--- src/design/din_pkg.sv ---
package din_pkg;

  // bus geometry
  localparam int ADR_W  = 8;
  localparam int DATA_W = 32;
  localparam int REG_W  = 16;
  localparam int IDX_W  = 6;

  // register indices; byte address is four times the index
  localparam logic [IDX_W-1:0] IDX_CHANNEL_FUNCTION = 6'h01;
  localparam logic [IDX_W-1:0] IDX_CONFIG_ONE       = 6'h04;
  localparam logic [IDX_W-1:0] IDX_CONFIG_TWO       = 6'h05;
  localparam logic [IDX_W-1:0] IDX_INPUT_COUNT      = 6'h10;
  localparam logic [IDX_W-1:0] IDX_INPUT_STATUS     = 6'h11;

  // reset values and writable masks
  localparam logic [REG_W-1:0] CONFIG_ONE_RESET = 16'h000B;
  localparam logic [REG_W-1:0] CONFIG_TWO_RESET = 16'h0000;
  localparam logic [REG_W-1:0] CONFIG_ONE_WMASK = 16'hFFDF;
  localparam logic [REG_W-1:0] CONFIG_TWO_WMASK = 16'h07FF;

  // first configuration register fields
  localparam int CFG1_COUNT_EN = 15;
  localparam int CFG1_INVERT   = 14;
  localparam int CFG1_COMP_EN  = 13;
  localparam int CFG1_RANGE    = 12;
  localparam int CFG1_SINK_LSB = 7;
  localparam int CFG1_SINK_W   = 5;
  localparam int CFG1_METHOD   = 6;
  localparam int CFG1_DEB_LSB  = 0;
  localparam int CFG1_DEB_W    = 5;

  // second configuration register fields
  localparam int CFG2_UNBUF   = 10;
  localparam int CFG2_SHORT   = 9;
  localparam int CFG2_OPEN    = 8;
  localparam int CFG2_THR_REF = 7;
  localparam int CFG2_THR_LSB = 0;
  localparam int CFG2_THR_W   = 7;

  // status register fields
  localparam int STAT_DEBOUNCED   = 0;
  localparam int STAT_CONDITIONED = 1;

  // sink current scaling, in microamps
  localparam int                    SINK_CUR_W       = 13;
  localparam logic [SINK_CUR_W-1:0] SINK_STEP_LOW_UA  = 13'h0078;
  localparam logic [SINK_CUR_W-1:0] SINK_STEP_HIGH_UA = 13'h00F0;

  // debounce timing
  localparam int                    CLK_MHZ              = 50;
  localparam int                    DEBOUNCE_REF_TIME_US = 240;
  localparam logic [CFG1_DEB_W-1:0] DEBOUNCE_REF_CODE    = 5'h0B;
  localparam logic [CFG1_DEB_W-1:0] DEBOUNCE_BYPASS_CODE = 5'h00;

  // channel function codes
  localparam int                FUNC_W             = 4;
  localparam logic [FUNC_W-1:0] FUNC_RESET         = 4'h0;
  localparam logic [FUNC_W-1:0] FUNC_DIGITAL_INPUT = 4'h8;

endpackage

--- src/design/debounce_filter.sv ---
`timescale 1ns/1ns

module debounce_filter #(
  parameter int CNT_W = 16
) (
  // clock and reset
  input  wire logic             clk_i,
  input  wire logic             rst_i,
  // control
  input  wire logic             method_i,
  input  wire logic             bypass_i,
  input  wire logic [CNT_W-1:0] duration_i,
  // signal
  input  wire logic             sample_i,
  output logic                  filtered_o
);

  logic [CNT_W-1:0] count;
  logic [CNT_W-1:0] next_count;

  assign next_count = count + CNT_W'(1);

  // counter tracks how long the input has disagreed with the output
  always_ff @(posedge clk_i) begin
    if (rst_i) begin
      count      <= '0;
      filtered_o <= 1'b0;
    end else if (bypass_i) begin
      count      <= '0;
      filtered_o <= sample_i;
    end else if (sample_i != filtered_o) begin
      if (next_count >= duration_i) begin
        count      <= '0;
        filtered_o <= sample_i;
      end else begin
        count <= next_count;
      end
    end else if (method_i) begin
      count <= '0;
    end else if (count != '0) begin
      count <= count - CNT_W'(1);
    end
  end

endmodule

--- src/design/digital_input_config.sv ---
// Design decision made here: the Wishbone register port.
`timescale 1ns/1ns

//Contract
// - count rising debounced edges when not inverted
// - count falling debounced edges when inverted
// - edge count readable in count register
// - inversion bit inverts comparator output
// - comparator enable bit; function write changes it
// - method zero: integrating up/down counter
// - method one: counter clears on deassert
// - five-bit debounce time, reset 240 us
// - debounce code zero bypasses filter
// - sink level times range; zero is off
// - function register write clears sink level
// - range selects 120 or 240 uA step
// - threshold reference: supply-scaled or fixed
// - seven-bit threshold code drives comparator
// - short detect enable bit
// - open detect enable bit
// - unbuffered input enable bit
module digital_input_config
  import din_pkg::*;
#(
  parameter int DEBOUNCE_REF_CYCLES = din_pkg::DEBOUNCE_REF_TIME_US * din_pkg::CLK_MHZ,
  parameter int FILTER_CNT_W        = 16,
  parameter int COUNT_W             = 16
) (
  // clock and reset
  input  wire logic                               clk_i,
  input  wire logic                               rst_i,
  // wishbone slave
  input  wire logic                               wb_cyc_i,
  input  wire logic                               wb_stb_i,
  input  wire logic                               wb_we_i,
  input  wire logic [din_pkg::ADR_W-1:0]          wb_adr_i,
  input  wire logic [3:0]                         wb_sel_i,
  input  wire logic [din_pkg::DATA_W-1:0]         wb_dat_i,
  output logic      [din_pkg::DATA_W-1:0]         wb_dat_o,
  output logic                                    wb_ack_o,
  // field comparator
  input  wire logic                               comparator_i,
  output logic                                    comparator_enable_o,
  output logic                                    threshold_reference_select_o,
  output logic      [din_pkg::CFG2_THR_W-1:0]     threshold_code_o,
  // current sink
  output logic                                    sink_range_o,
  output logic      [din_pkg::CFG1_SINK_W-1:0]    sink_level_o,
  output logic      [din_pkg::SINK_CUR_W-1:0]     sink_current_ua_o,
  // diagnostics and path
  output logic                                    short_detect_enable_o,
  output logic                                    open_detect_enable_o,
  output logic                                    unbuffered_input_enable_o,
  // filtered input
  output logic                                    digital_input_o,
  output logic      [COUNT_W-1:0]                 input_count_o
);

  import din_pkg::*;

  logic [REG_W-1:0]        input_config_one;
  logic [REG_W-1:0]        input_config_two;
  logic [FUNC_W-1:0]       channel_function_select;
  logic [COUNT_W-1:0]      input_count;

  logic [IDX_W-1:0]        bus_index;
  logic                    bus_request;
  logic                    bus_write;
  logic [REG_W-1:0]        byte_mask;
  logic [REG_W-1:0]        write_data;

  logic                    conditioned;
  logic                    debounced;
  logic                    debounced_prev;
  logic                    edge_seen;
  logic [FILTER_CNT_W-1:0] duration;
  logic [FILTER_CNT_W-1:0] next_duration;
  logic                    bypass;
  logic [DATA_W-1:0]       next_read_data;

  // bus decode
  assign bus_index   = wb_adr_i[ADR_W-1:2];
  assign bus_request = wb_cyc_i & wb_stb_i;
  assign bus_write   = bus_request & wb_we_i & wb_ack_o;
  assign byte_mask   = {{8{wb_sel_i[1]}}, {8{wb_sel_i[0]}}};
  assign write_data  = wb_dat_i[REG_W-1:0];

  // one ack per request, dropped in the following cycle
  always_ff @(posedge clk_i) begin
    if (rst_i) begin
      wb_ack_o <= 1'b0;
    end else begin
      wb_ack_o <= bus_request & ~wb_ack_o;
    end
  end

  // read data sampled together with the ack
  always_comb begin
    next_read_data = '0;
    case (bus_index)
      IDX_CHANNEL_FUNCTION: next_read_data[FUNC_W-1:0] = channel_function_select;
      IDX_CONFIG_ONE:       next_read_data[REG_W-1:0]  = input_config_one;
      IDX_CONFIG_TWO:       next_read_data[REG_W-1:0]  = input_config_two;
      IDX_INPUT_COUNT:      next_read_data[COUNT_W-1:0] = input_count;
      IDX_INPUT_STATUS: begin
        next_read_data[STAT_DEBOUNCED]   = debounced;
        next_read_data[STAT_CONDITIONED] = conditioned;
      end
      default:              next_read_data = '0;
    endcase
  end

  always_ff @(posedge clk_i) begin
    if (rst_i) begin
      wb_dat_o <= '0;
    end else if (bus_request & ~wb_ack_o) begin
      wb_dat_o <= next_read_data;
    end
  end

  // channel function select
  always_ff @(posedge clk_i) begin
    if (rst_i) begin
      channel_function_select <= FUNC_RESET;
    end else if (bus_write && bus_index == IDX_CHANNEL_FUNCTION && wb_sel_i[0]) begin
      channel_function_select <= write_data[FUNC_W-1:0];
    end
  end

  // first configuration register, also touched by function writes
  always_ff @(posedge clk_i) begin
    if (rst_i) begin
      input_config_one <= CONFIG_ONE_RESET;
    end else if (bus_write && bus_index == IDX_CONFIG_ONE) begin
      input_config_one <= (input_config_one & ~(byte_mask & CONFIG_ONE_WMASK))
                        | (write_data & byte_mask & CONFIG_ONE_WMASK);
    end else if (bus_write && bus_index == IDX_CHANNEL_FUNCTION && wb_sel_i[0]) begin
      input_config_one[CFG1_SINK_LSB +: CFG1_SINK_W] <= '0;
      input_config_one[CFG1_COMP_EN] <= (write_data[FUNC_W-1:0] == FUNC_DIGITAL_INPUT);
    end
  end

  // second configuration register
  always_ff @(posedge clk_i) begin
    if (rst_i) begin
      input_config_two <= CONFIG_TWO_RESET;
    end else if (bus_write && bus_index == IDX_CONFIG_TWO) begin
      input_config_two <= (input_config_two & ~(byte_mask & CONFIG_TWO_WMASK))
                        | (write_data & byte_mask & CONFIG_TWO_WMASK);
    end
  end

  // comparator result, inverted on request and gated by enable
  always_ff @(posedge clk_i) begin
    if (rst_i) begin
      conditioned <= 1'b0;
    end else begin
      conditioned <= input_config_one[CFG1_COMP_EN]
                   & (comparator_i ^ input_config_one[CFG1_INVERT]);
    end
  end

  // debounce duration scales linearly through the reference code
  assign next_duration = FILTER_CNT_W'(
    (int'(input_config_one[CFG1_DEB_LSB +: CFG1_DEB_W]) * DEBOUNCE_REF_CYCLES)
    / int'(DEBOUNCE_REF_CODE));

  always_ff @(posedge clk_i) begin
    if (rst_i) begin
      duration <= '0;
      bypass   <= 1'b1;
    end else begin
      duration <= next_duration;
      bypass   <= (input_config_one[CFG1_DEB_LSB +: CFG1_DEB_W] == DEBOUNCE_BYPASS_CODE);
    end
  end

  debounce_filter #(
    .CNT_W      (FILTER_CNT_W)
  ) filter (
    .clk_i      (clk_i),
    .rst_i      (rst_i),
    .method_i   (input_config_one[CFG1_METHOD]),
    .bypass_i   (bypass),
    .duration_i (duration),
    .sample_i   (conditioned),
    .filtered_o (debounced)
  );

  // edge counter; an edge in the clearing cycle still counts
  always_comb begin
    if (input_config_one[CFG1_INVERT]) begin
      edge_seen = input_config_one[CFG1_COUNT_EN] & debounced_prev & ~debounced;
    end else begin
      edge_seen = input_config_one[CFG1_COUNT_EN] & ~debounced_prev & debounced;
    end
  end

  always_ff @(posedge clk_i) begin
    if (rst_i) begin
      debounced_prev <= 1'b0;
    end else begin
      debounced_prev <= debounced;
    end
  end

  always_ff @(posedge clk_i) begin
    if (rst_i) begin
      input_count <= '0;
    end else if (bus_write && bus_index == IDX_INPUT_COUNT) begin
      input_count <= edge_seen ? COUNT_W'(1) : '0;
    end else if (edge_seen) begin
      input_count <= input_count + COUNT_W'(1);
    end
  end

  // analog-facing controls
  always_ff @(posedge clk_i) begin
    if (rst_i) begin
      comparator_enable_o          <= 1'b0;
      threshold_reference_select_o <= 1'b0;
      threshold_code_o             <= '0;
      sink_range_o                 <= 1'b0;
      sink_level_o                 <= '0;
      sink_current_ua_o            <= '0;
    end else begin
      comparator_enable_o          <= input_config_one[CFG1_COMP_EN];
      threshold_reference_select_o <= input_config_two[CFG2_THR_REF];
      threshold_code_o             <= input_config_two[CFG2_THR_LSB +: CFG2_THR_W];
      sink_range_o                 <= input_config_one[CFG1_RANGE];
      sink_level_o                 <= input_config_one[CFG1_SINK_LSB +: CFG1_SINK_W];
      sink_current_ua_o            <= SINK_CUR_W'(input_config_one[CFG1_SINK_LSB +: CFG1_SINK_W])
                                    * (input_config_one[CFG1_RANGE] ? SINK_STEP_HIGH_UA
                                                                    : SINK_STEP_LOW_UA);
    end
  end

  // diagnostics, path select and results
  always_ff @(posedge clk_i) begin
    if (rst_i) begin
      short_detect_enable_o     <= 1'b0;
      open_detect_enable_o      <= 1'b0;
      unbuffered_input_enable_o <= 1'b0;
      digital_input_o           <= 1'b0;
      input_count_o             <= '0;
    end else begin
      short_detect_enable_o     <= input_config_two[CFG2_SHORT];
      open_detect_enable_o      <= input_config_two[CFG2_OPEN];
      unbuffered_input_enable_o <= input_config_two[CFG2_UNBUF];
      digital_input_o           <= debounced;
      input_count_o             <= input_count;
    end
  end

endmodule

--- config.mk ---
export PLATFORM = sky130hd
export DESIGN_NAME = digital_input_config
export DESIGN_NICKNAME = d
export VERILOG_FILES = /design/src/design/din_pkg.sv /design/src/design/debounce_filter.sv /design/src/design/digital_input_config.sv
export SDC_FILE = /design/constraint.sdc
export NUM_CORES = 1
export LEC_CHECK = 0
export BUFFER_PORTS_ARGS = -buffer_cell sky130_fd_sc_hd__clkbuf_2
export CAP_MARGIN = 20
export CELL_PAD_IN_SITES_DETAIL_PLACEMENT = 1
export CELL_PAD_IN_SITES_GLOBAL_PLACEMENT = 1
export CORE_ASPECT_RATIO = 0.7
export CORE_MARGIN = 2
export CORE_UTILIZATION = 30
export CTS_CLUSTER_DIAMETER = 120
export CTS_CLUSTER_SIZE = 10
export DETAILED_ROUTE_END_ITERATION = 16
export PLACE_DENSITY = 0.58
export SETUP_SLACK_MARGIN = 0.02
export SLEW_MARGIN = 0
export SYNTH_ARGS = -nofsm -noshare
export SYNTH_HDL_FRONTEND = slang
export SYNTH_SLANG_ARGS = --single-unit
--- constraint.sdc ---
create_clock -name clk_i -period 14.5 [get_ports clk_i]
set_input_delay 1.45 -clock clk_i [delete_from_list [all_inputs] [get_ports clk_i]]
set_output_delay 1.45 -clock clk_i [all_outputs]
set_load 0.01 [all_outputs]
# [Word-level counts from Yosys, hierarchy flattened]
# Cells that the tools add are included.
[op_classes] n_addsub=3 n_mul=2 div_mod_pow=1 order_cmp=1 n_eq_ne=7 shifts=0 mux=19 n_bitwise=20 n_reduce_logical=14
[op_table] operator="two-way mux 16 bit" count=6
[op_table] operator="bitwise AND 16 bit" count=3
[op_table] operator="one-hot mux 12 bit (3 select lines)" count=1
[op_table] operator="adder 16 x 1 -> 16 bit (second input constant)" count=2
[op_table] operator="divider 32 x 5 -> 32 bit (second input constant)" count=1
[op_table] operator=">= comparator 16 bit" count=1
[op_table] operator="NOT 11 -> 16 bit" count=1
[op_table] operator="NOT 16 bit" count=1
[op_table] operator="bitwise OR 16 x 11 -> 16 bit" count=1
[op_table] operator="bitwise OR 16 bit" count=1
[op_table] operator="nonzero test 16 bit" count=1
[op_table] operator="subtractor 16 x 1 -> 16 bit (second input constant)" count=1
[op_table] operator="multiplier 5 x 9 -> 14 bit (second input constant)" count=1
[op_table] operator="multiplier 5 x 8 -> 13 bit" count=1
[op_table] operator="== test 6 x 3 -> 1 bit (second input constant)" count=2
[op_table] operator="== test 6 x 5 -> 1 bit (second input constant)" count=2
[op_table] operator="two-way mux 5 bit" count=2
[op_table] operator="one-hot mux 2 bit (5 select lines)" count=1
[op_table] operator="bitwise AND 1 bit" count=9
[op_table] operator="two-way mux 8 bit" count=1
[op_table] operator="one-hot mux 2 bit (4 select lines)" count=1
[op_table] operator="nonzero test 2 bit" count=4
[op_table] operator="two-way mux 1 bit" count=7
[op_table] operator="== test 6 x 1 -> 1 bit (second input constant)" count=1
[op_table] operator="other kinds (9)" count=15
[word_totals] reg_bits=152 latchBits=0 ramBits=0 romBits=0 inputBits=50 output_inout_bits=81 elab_cells=90 mem_count=0

# [Longest topological paths before layout]
# Gate-level depths: netlist (run 1).
[logic_depth] ltp_word=7 mapped_depth=69 mapped_depth_nobuf=59

# [Cells and area by module]
# Synthesis (run 1) repeated with hierarchy kept, for this count alone.
[unflattened] cells_unflattened=1517 area_unflattened_um2=12031.5
[modules_own_cells] mod="digital_input_config" n_inst=1 cells_each=1302 area_each_um2=10356.2 seq_area_each_um2=2522.4
[modules_own_cells] mod="debounce_filter" n_inst=1 cells_each=215 area_each_um2=1675.4 seq_area_each_um2=340.3

# [Least setup slack after synthesis (run 1)]
# OpenSTA, ideal clock, no wires.
[synth_timing] path_kind="flip-flop to flip-flop" startpoint="register (tool-made name)" endpoint="register duration[1]" setup_time_ps=120 t_arrival_ps=14024 required_ps=14380 setup_slack_ps=356 path_stages_with_launch=65 path_buffers=8 synth_period_minus_slack_ps=14144 path_cell_list="dfxtp_1 -> fa_1 -> ha_1 -> inv_1 -> fa_1 -> inv_1 -> ha_1 -> buf_6 -> a21o_1 -> a311oi_2 -> nor2_2 -> or4_1 -> buf_4 -> nand3_1 -> o2bb2ai_1 -> or2_0 -> buf_2 -> or4_4 -> [... 29 more ...] -> o41ai_4 -> nand3_1 -> a21oi_1 -> inv_1 -> xnor2_1 -> ha_1 -> a31oi_1 -> and4_1 -> nor3b_2 -> and2_1 -> buf_6 -> xnor2_1 -> ha_1 -> a311oi_1 -> nand3_1 -> a21oi_1 -> or4b_1 -> o31a_1"
[synth_rtl] item="to (signal assigned)" line_no="digital_input_config.sv:173" text="duration <= next_duration;"
[synth_rtl] item="to (decl)" line_no="digital_input_config.sv:76" text="logic [FILTER_CNT_W-1:0] duration;"

==> impl_metrics.tcl, run 1 <==
set metrics [dict create \
    netSwitchingPower_mw 1.21 \
    hold_depth 2 \
    numCtsBuffers 17 \
    placed_cell_area_mm2 0.0141 \
    grt_pass1_wl_mm 70.7 \
    ys.flop_type "dfxtp_1" \
    synth_warnings 0 \
    dieArea_mm2 0.0441 \
    synth_area_per_cell_um2 7.89 \
    synth-async-reset-ratio_pct 0 \
    drive_gt1_share_pct 21.6 \
    grt_antenna_before_repair 0 \
    num_rows 63 \
    grt_max_degree 92 \
    design_area_mm2 0.0152 \
    status "completed" \
    grt_usage_pct 19.7 \
    final_util_pct 36.2 \
    cp_num_cells 60 \
    p_int_mw 1.47 \
    fin_skew_ns 0.00994 \
    drtIter0Drc 913 \
    drv_cap 0 \
    gp_congestion 0.904 \
    die_h_um 176 \
    first_global_vias 12586 \
    diodes 0 \
    ys_seq_elements 143 \
    synthDistinctLibCells 124 \
    power.share.clock_pct 18.0 \
    cp-endpoint "duration[0]$_SDFF_PP0_" \
    dpl.hpwl_mm 34.0 \
    synth_area_mm2 0.0127 \
    path_clk_slew_ns 0.06 \
    worst-endpoint-required_ns 14.78 \
    fin_crit_ns 13.68 \
    via_per_inst 5.52 \
    start_kind "flip-flop" \
    synth_top_cells_by_area "dfxtp_1 22%, ha_1 7.2%, nor2_1 4.7%, nand2_1 3.9%, a21oi_1 3.3%" \
    power.leakage_nw 6.18 \
    fin_crit_sh_pct 94.4 \
    cts_buffer_depth 2 \
    wl_per_cell_um 19.2 \
    clockRootBuffer "clkbuf_16" \
    dp.cells 2263 \
    crit_path_frequent_cell "inv_1" \
    cts_tree "yes" \
    syn-instance-count 1614 \
    fin_cells 2309 \
    synth_edf_count 0 \
    slew_violations 0 \
    crit_slowest_cell "or4_4" \
    crit_arrival_ns 13.96 \
    worstMarginPinSlew_ns 1.06 \
    drtPass1Iterations 6 \
    dp_slack_ns -0.165 \
    ys_seq_area_share_pct 22.5 \
    initial_utilization_pct 30.2 \
    route.detailed.drc 0 \
    path_class "reg -> reg" \
    fp.dieW_um 250 \
    worst-path-buf-inv 8 \
    clock.fmax_mhz 73.1 \
    pwr_density_cell_mw_per_mm2 176 \
    setup_ws_ns 0.819 \
    wl_mm 44.3 \
    worstSkewPairLatency_ns 0.43 \
    r2r-end "duration[0]$_SDFF_PP0_" \
    vias 12757 \
    r2r_cells 60 \
    finalHoldViolCount 0 \
    hold_path.class "reg -> reg" \
    grt-ovfl-total 0 \
    cts.sinks 143 \
    cts_htree_levels 4 \
    io_pins 131 \
    finalPower_mw 2.68 \
    yosys.area.top_type "dfxtp_1" \
    r2r_slack_ns 0.82 \
    fin_nets 1885 \
    comb_power_share_pct 64.9 \
    netlist.area_leader.share_pct 22.5 \
    swShare_pct 45.1 \
    port_buffers 91 \
    hold_buffers 0 \
    hold_slack_ns 0.462 \
    setup_viol_count_final 0 \
    drtAntennaViolNets 0 \
    core-area_mm2 0.0421 \
    cp_top_family "compound AO/OA/AOI/OAI gates" \
    slowest_delay_ns 0.58 \
    ir_drop_mv 0.289 \
    syn2layout_area_growth_pct 19.6 \
    relSlewSlack_pct 29.0 \
    fin_setup_tns_ns 0 \
    cp-end-kind "flip-flop" \
    seqPwrFrac_pct 17.1 \
    path_max_fanout 10 \
]
layout by cell type, fill, tap and decap left out, types with 21 or more instances in the layout:
| cell | Yosys | layout |
|---|---|---|
| nor2_1 | 159 | 157 |
| dfxtp_1 | 143 | 140 |
| nand2_1 | 132 | 130 |
| buf_4 | 31 | 124 |
| clkbuf_2 | 1 | 91 |
| a21oi_1 | 84 | 78 |
| ha_1 | 73 | 70 |
| o21ai_0 | 66 | 62 |
| inv_1 | 58 | 58 |
| nand3_1 | 58 | 56 |
| nor2b_1 | 56 | 56 |
| nor3_1 | 54 | 46 |
| xnor2_1 | 40 | 39 |
| xor2_1 | 38 | 37 |
| a22oi_1 | 28 | 26 |
| and3_1 | 24 | 22 |
| o211ai_1 | 21 | 21 |
| mux2i_1 | 21 | 21 |
Yosys cell counts (21+ instances only):
master and count:
nor2_1 159, dfxtp_1 143, nand2_1 132, a21oi_1 84, ha_1 73, o21ai_0 66, inv_1 58, nand3_1 58
nor2b_1 56, clkbuf_1 55, nor3_1 54, xnor2_1 40, xor2_1 38, buf_4 31, a22oi_1 28, a31oi_1 24
and3_1 24, a211oi_1 22, mux2i_1 21, o211ai_1 21
tightest hold or removal path, delay by kind of cell, from the launching register on:
family           cells  cell delay, ns
AND/OR/NAND/NOR      1            0.05
flip-flops           1            0.31
AO/OA/AOI/OAI        1            0.05
layer usage:
metal	track usage (%)	vias to the layer above	share of wire, %
li1	-	6166	-
met5	0	-	0
met3	3.26	17	4.3
met1	30.2	6360	53
met2	29.3	214	42
met4	2.69	0	0.50
worst min path at each step:
stage / from / end
CTS: channel_function_select[1]$_SDFFE_PP0P_ / channel_function_select[1]$_SDFFE_PP0P_
detailed placement: channel_function_select[2]$_SDFFE_PP0P_ / channel_function_select[2]$_SDFFE_PP0P_
finish: channel_function_select[1]$_SDFFE_PP0P_ / channel_function_select[1]$_SDFFE_PP0P_
floorplan: bypass$_SDFF_PP1_ / filter.count[0]$_SDFFE_PP0P_
global placement: channel_function_select[3]$_SDFFE_PP0P_ / channel_function_select[3]$_SDFFE_PP0P_
global route: channel_function_select[2]$_SDFFE_PP0P_ / channel_function_select[2]$_SDFFE_PP0P_
cell type report:
type,instances,area (um^2)
Inverter,60,225
Tap cell,552,691
Fill cell,5109,26900
Timing Repair Buffer,217,1420
Sequential cell,143,2870
Clock buffer,18,439
Clock inverter,14,201
Multi-Input combinational cell,1305,9380
repair_timing:
action	4_1_cts	5_1_grt
pin swaps	1	12
endpoints found under the setup margin	2	2
gates resized for setup	13	77
setup buffers	2	9
hold endpoints to repair	0	0
power groups by stage:
| stage | Clock (mW) | Combinational, mW | Sequential (mW) |
|---|---|---|---|
| floorplan | 0 | 1.21 | 0.445 |
| global placement | 0 | 1.66 | 0.466 |
| detailed placement | 0 | 1.71 | 0.467 |
| CTS | 0.495 | 1.72 | 0.459 |
| global route | 0.512 | 1.94 | 0.464 |
| finish | 0.483 | 1.74 | 0.460 |
logic make-up after synthesis:
family                     count (synthesis)  share of synthesized area (%)
and+or+nand+nor                          618                           24.6
AOI/OAI and AO/OA                        471                           27.5
buffers and inverters                    184                           7.58
xor gates and xnor gates                  81                           5.75
adders and majority gates                 92                           10.1
other                                      1                         0.0295
DFF                                      143                           22.5
muxes                                     24                           1.95
No activity file was read; power rests on OpenSTA's default activity.
==> run 2, diff against run 1 <==
- ABC_AREA: unset -> 1
- PLACE_DENSITY: 0.58 -> 0.61
==> run 2 against run 1 <==
  * Synthesized area shrank 9.0%
  * Critical endpoint unchanged
  * Via count shrank 14%
  * Register-to-register slack gained 0.59 ns
  * Non-clock buffer count shrank 115
  * First-iteration DRC count shrank 44%
  * Die area shrank 8.8%
  * Global-route usage shrank 1.6 points
  * Worst setup slack gained 0.59 ns
==> impl_metrics.tcl, run 2 <==
set metrics [dict create \
    synth_warnings 0 \
    wl_met2_mm 14.6 \
    fin_crit_ns 13.09 \
    synth.area.mux_share_pct 0 \
    final_cell_mix "385 x nand2_1, 266 x inv_1, 189 x nor2_1" \
    io_pins 131 \
    syn-instance-count 1734 \
    slowest_delay_ns 0.61 \
    gp_congestion 0.818 \
    synth_top_cells_by_count "385 x nand2_1, 266 x inv_1, 189 x nor2_1" \
    crit_path_frequent_cell "nand2_1" \
    drtPass1Iterations 4 \
    initial_utilization_pct 30.3 \
    drv_cap 0 \
    drtAntennaViolNets 0 \
    status "completed" \
    path_max_fanout 13 \
    clock.fmax_mhz 76.4 \
    ys_seq_area_share_pct 24.7 \
    fp.dieW_um 239 \
    dpl.hpwl_mm 28.8 \
    synthAdderAreaFrac_pct 11.0 \
    netlist.area_leader.share_pct 24.7 \
    finalHoldViolCount 0 \
    numCtsBuffers 17 \
    port_buffers 91 \
    diodes 0 \
    drive_gt1_share_pct 16.4 \
    synth_xor_area_share_pct 3.02 \
    core-area_mm2 0.0382 \
    cts_buffer_depth 2 \
    grt_pass1_wl_mm 58.8 \
    slew_violations 0 \
    crit_slowest_cell "fa_1" \
    met3_length_um 547 \
    drt-met1-wl_mm 20.4 \
    wl_mm 35.8 \
    ys.flop_type "dfxtp_1" \
    synth_top_family_by_area "simple AND/OR/NAND/NOR gates" \
    worstMarginPinSlew_ns 1.11 \
    route.detailed.drc 0 \
    cp-end-kind "flip-flop" \
    cts.sinks 143 \
    grt-ovfl-total 0 \
    synth_area_mm2 0.0116 \
    final_util_pct 34.4 \
    relSlewSlack_pct 25.8 \
    fin_nets 1967 \
    worst-endpoint-required_ns 14.79 \
    fin_crit_sh_pct 90.3 \
    synthDistinctLibCells 60 \
    synth_edf_count 0 \
    fin_setup_tns_ns 0 \
    ys_seq_elements 143 \
    grt_antenna_before_repair 0 \
    wl_per_cell_um 15.3 \
    vias 10995 \
    setup_viol_count_final 0 \
    grt_usage_pct 18.2 \
    layout_commonest_cell "nand2_1" \
    syn2layout_area_growth_pct 13.6 \
    synth_compound_area_share_pct 11.1 \
    first_global_vias 10960 \
    path_class "reg -> reg" \
    grt_max_degree 73 \
    synth_most_common_cell "nand2_1" \
    die_h_um 168 \
    rsz0062_at_grt "no" \
    synth_simple_gate_area_share_pct 37.5 \
    dr.max_layer_used "met4" \
    path_clk_slew_ns 0.07 \
    hold_path.class "reg -> reg" \
    crit_arrival_ns 13.37 \
    dieArea_mm2 0.0402 \
    start_kind "flip-flop" \
    fin_skew_ns 0.00954 \
    cts_tree "yes" \
    drtIter0Drc 512 \
    cts_htree_levels 4 \
    synth_top_cells_by_area "dfxtp_1 25%, nand2_1 12%, inv_1 8.6%, ha_1 7.9%, nor2_1 6.1%" \
    clockRootBuffer "clkbuf_16" \
    num_rows 60 \
    synth_area_per_cell_um2 6.68 \
    yosys.area.top_type "dfxtp_1" \
    synth-async-reset-ratio_pct 0 \
    design_area_mm2 0.0132 \
    worstSkewPairLatency_ns 0.44 \
    placed_cell_area_mm2 0.0125 \
    via_per_inst 4.71 \
]
## run 2: changes by cell type after synthesis, sizes merged, moves of 22 or more
cell / before / now
xnor2: 43 / 5
nand2: 133 / 454
nand3: 60 / 145
and3: 24 / 2
clkbuf: 57 / 21
nor2b: 56 / 0
inv: 58 / 300
buf: 65 / 25
nor3: 57 / 18
nor2: 162 / 213
a22oi: 28 / 4
## run 2: stage by stage
step                      instances  hold slack, ns  setup slack, ns
after global placement         2296           0.439             1.41
after floorplan                1752           0.413             3.76
after global routing           2335           0.480            0.125
final                          2335           0.446             1.41
after CTS                      2329           0.442            0.957
after detailed placement       2297           0.437             1.05
## run 2: cell families after synthesis
group / count (synthesis)
and+or+nand+nor: 880
xor gates and xnor gates: 40
adders and majority gates: 91
DFF: 143
AOI/OAI and AO/OA: 229
buffers and inverters: 350
other: 1
## run 2: final cells by class
class                   count  area, um^2
multi-input cells        1259        7350
well taps                 496         621
fillers                  4884       25100
clock buffers              17         425
inverters                 303        1160
flip-flops and latches    143        2870
clock inverters            15         194
repair buffers            102         544
## run 2: metal layers
metal | track usage, % | vias to the layer above
li1 | - | 5686
met3 | 2.18 | 21
met5 | 0 | -
met1 | 28.5 | 5223
met2 | 26.5 | 65
met4 | 3.10 | 0
## run 2: timing repair
| item | in CTS | in global routing |
|---|---|---|
| hold buffers | 0 | 0 |
| setup endpoints to repair | 0 | 1 |
| setup buffers | 0 | 6 |
| gates resized for setup | 0 | 5 |
## run 2: worst paths after layout
| check | start | end | slack, ns | cells after the start |
|---|---|---|---|---|
| max | flip-flop | duration[0]$_SDFF_PP0_ | 1.41 | 92 |
| min | flip-flop | threshold_code_o[2]$_SDFF_PP0_ | 0.45 | 2 |
| max reg2reg | flip-flop | duration[0]$_SDFF_PP0_ | 1.41 | 92 |
| min reg2reg | flip-flop | threshold_code_o[2]$_SDFF_PP0_ | 0.45 | 2 |
## run 2: worst max-delay path: cells and delay by family (launching register included)
kind	cells	cell delay (ns)
AND/OR/NAND/NOR	69	7.99
flip-flops	1	0.45
AO/OA/AOI/OAI	2	0.31
XOR/XNOR	1	0.23
adder cells (fa/ha/maj)	8	2.68
buffers and inverters	12	1.26
Power of run 2 is not shown: default switching activity piles up to over one toggle a cycle in this logic, so the estimate is an artifact.
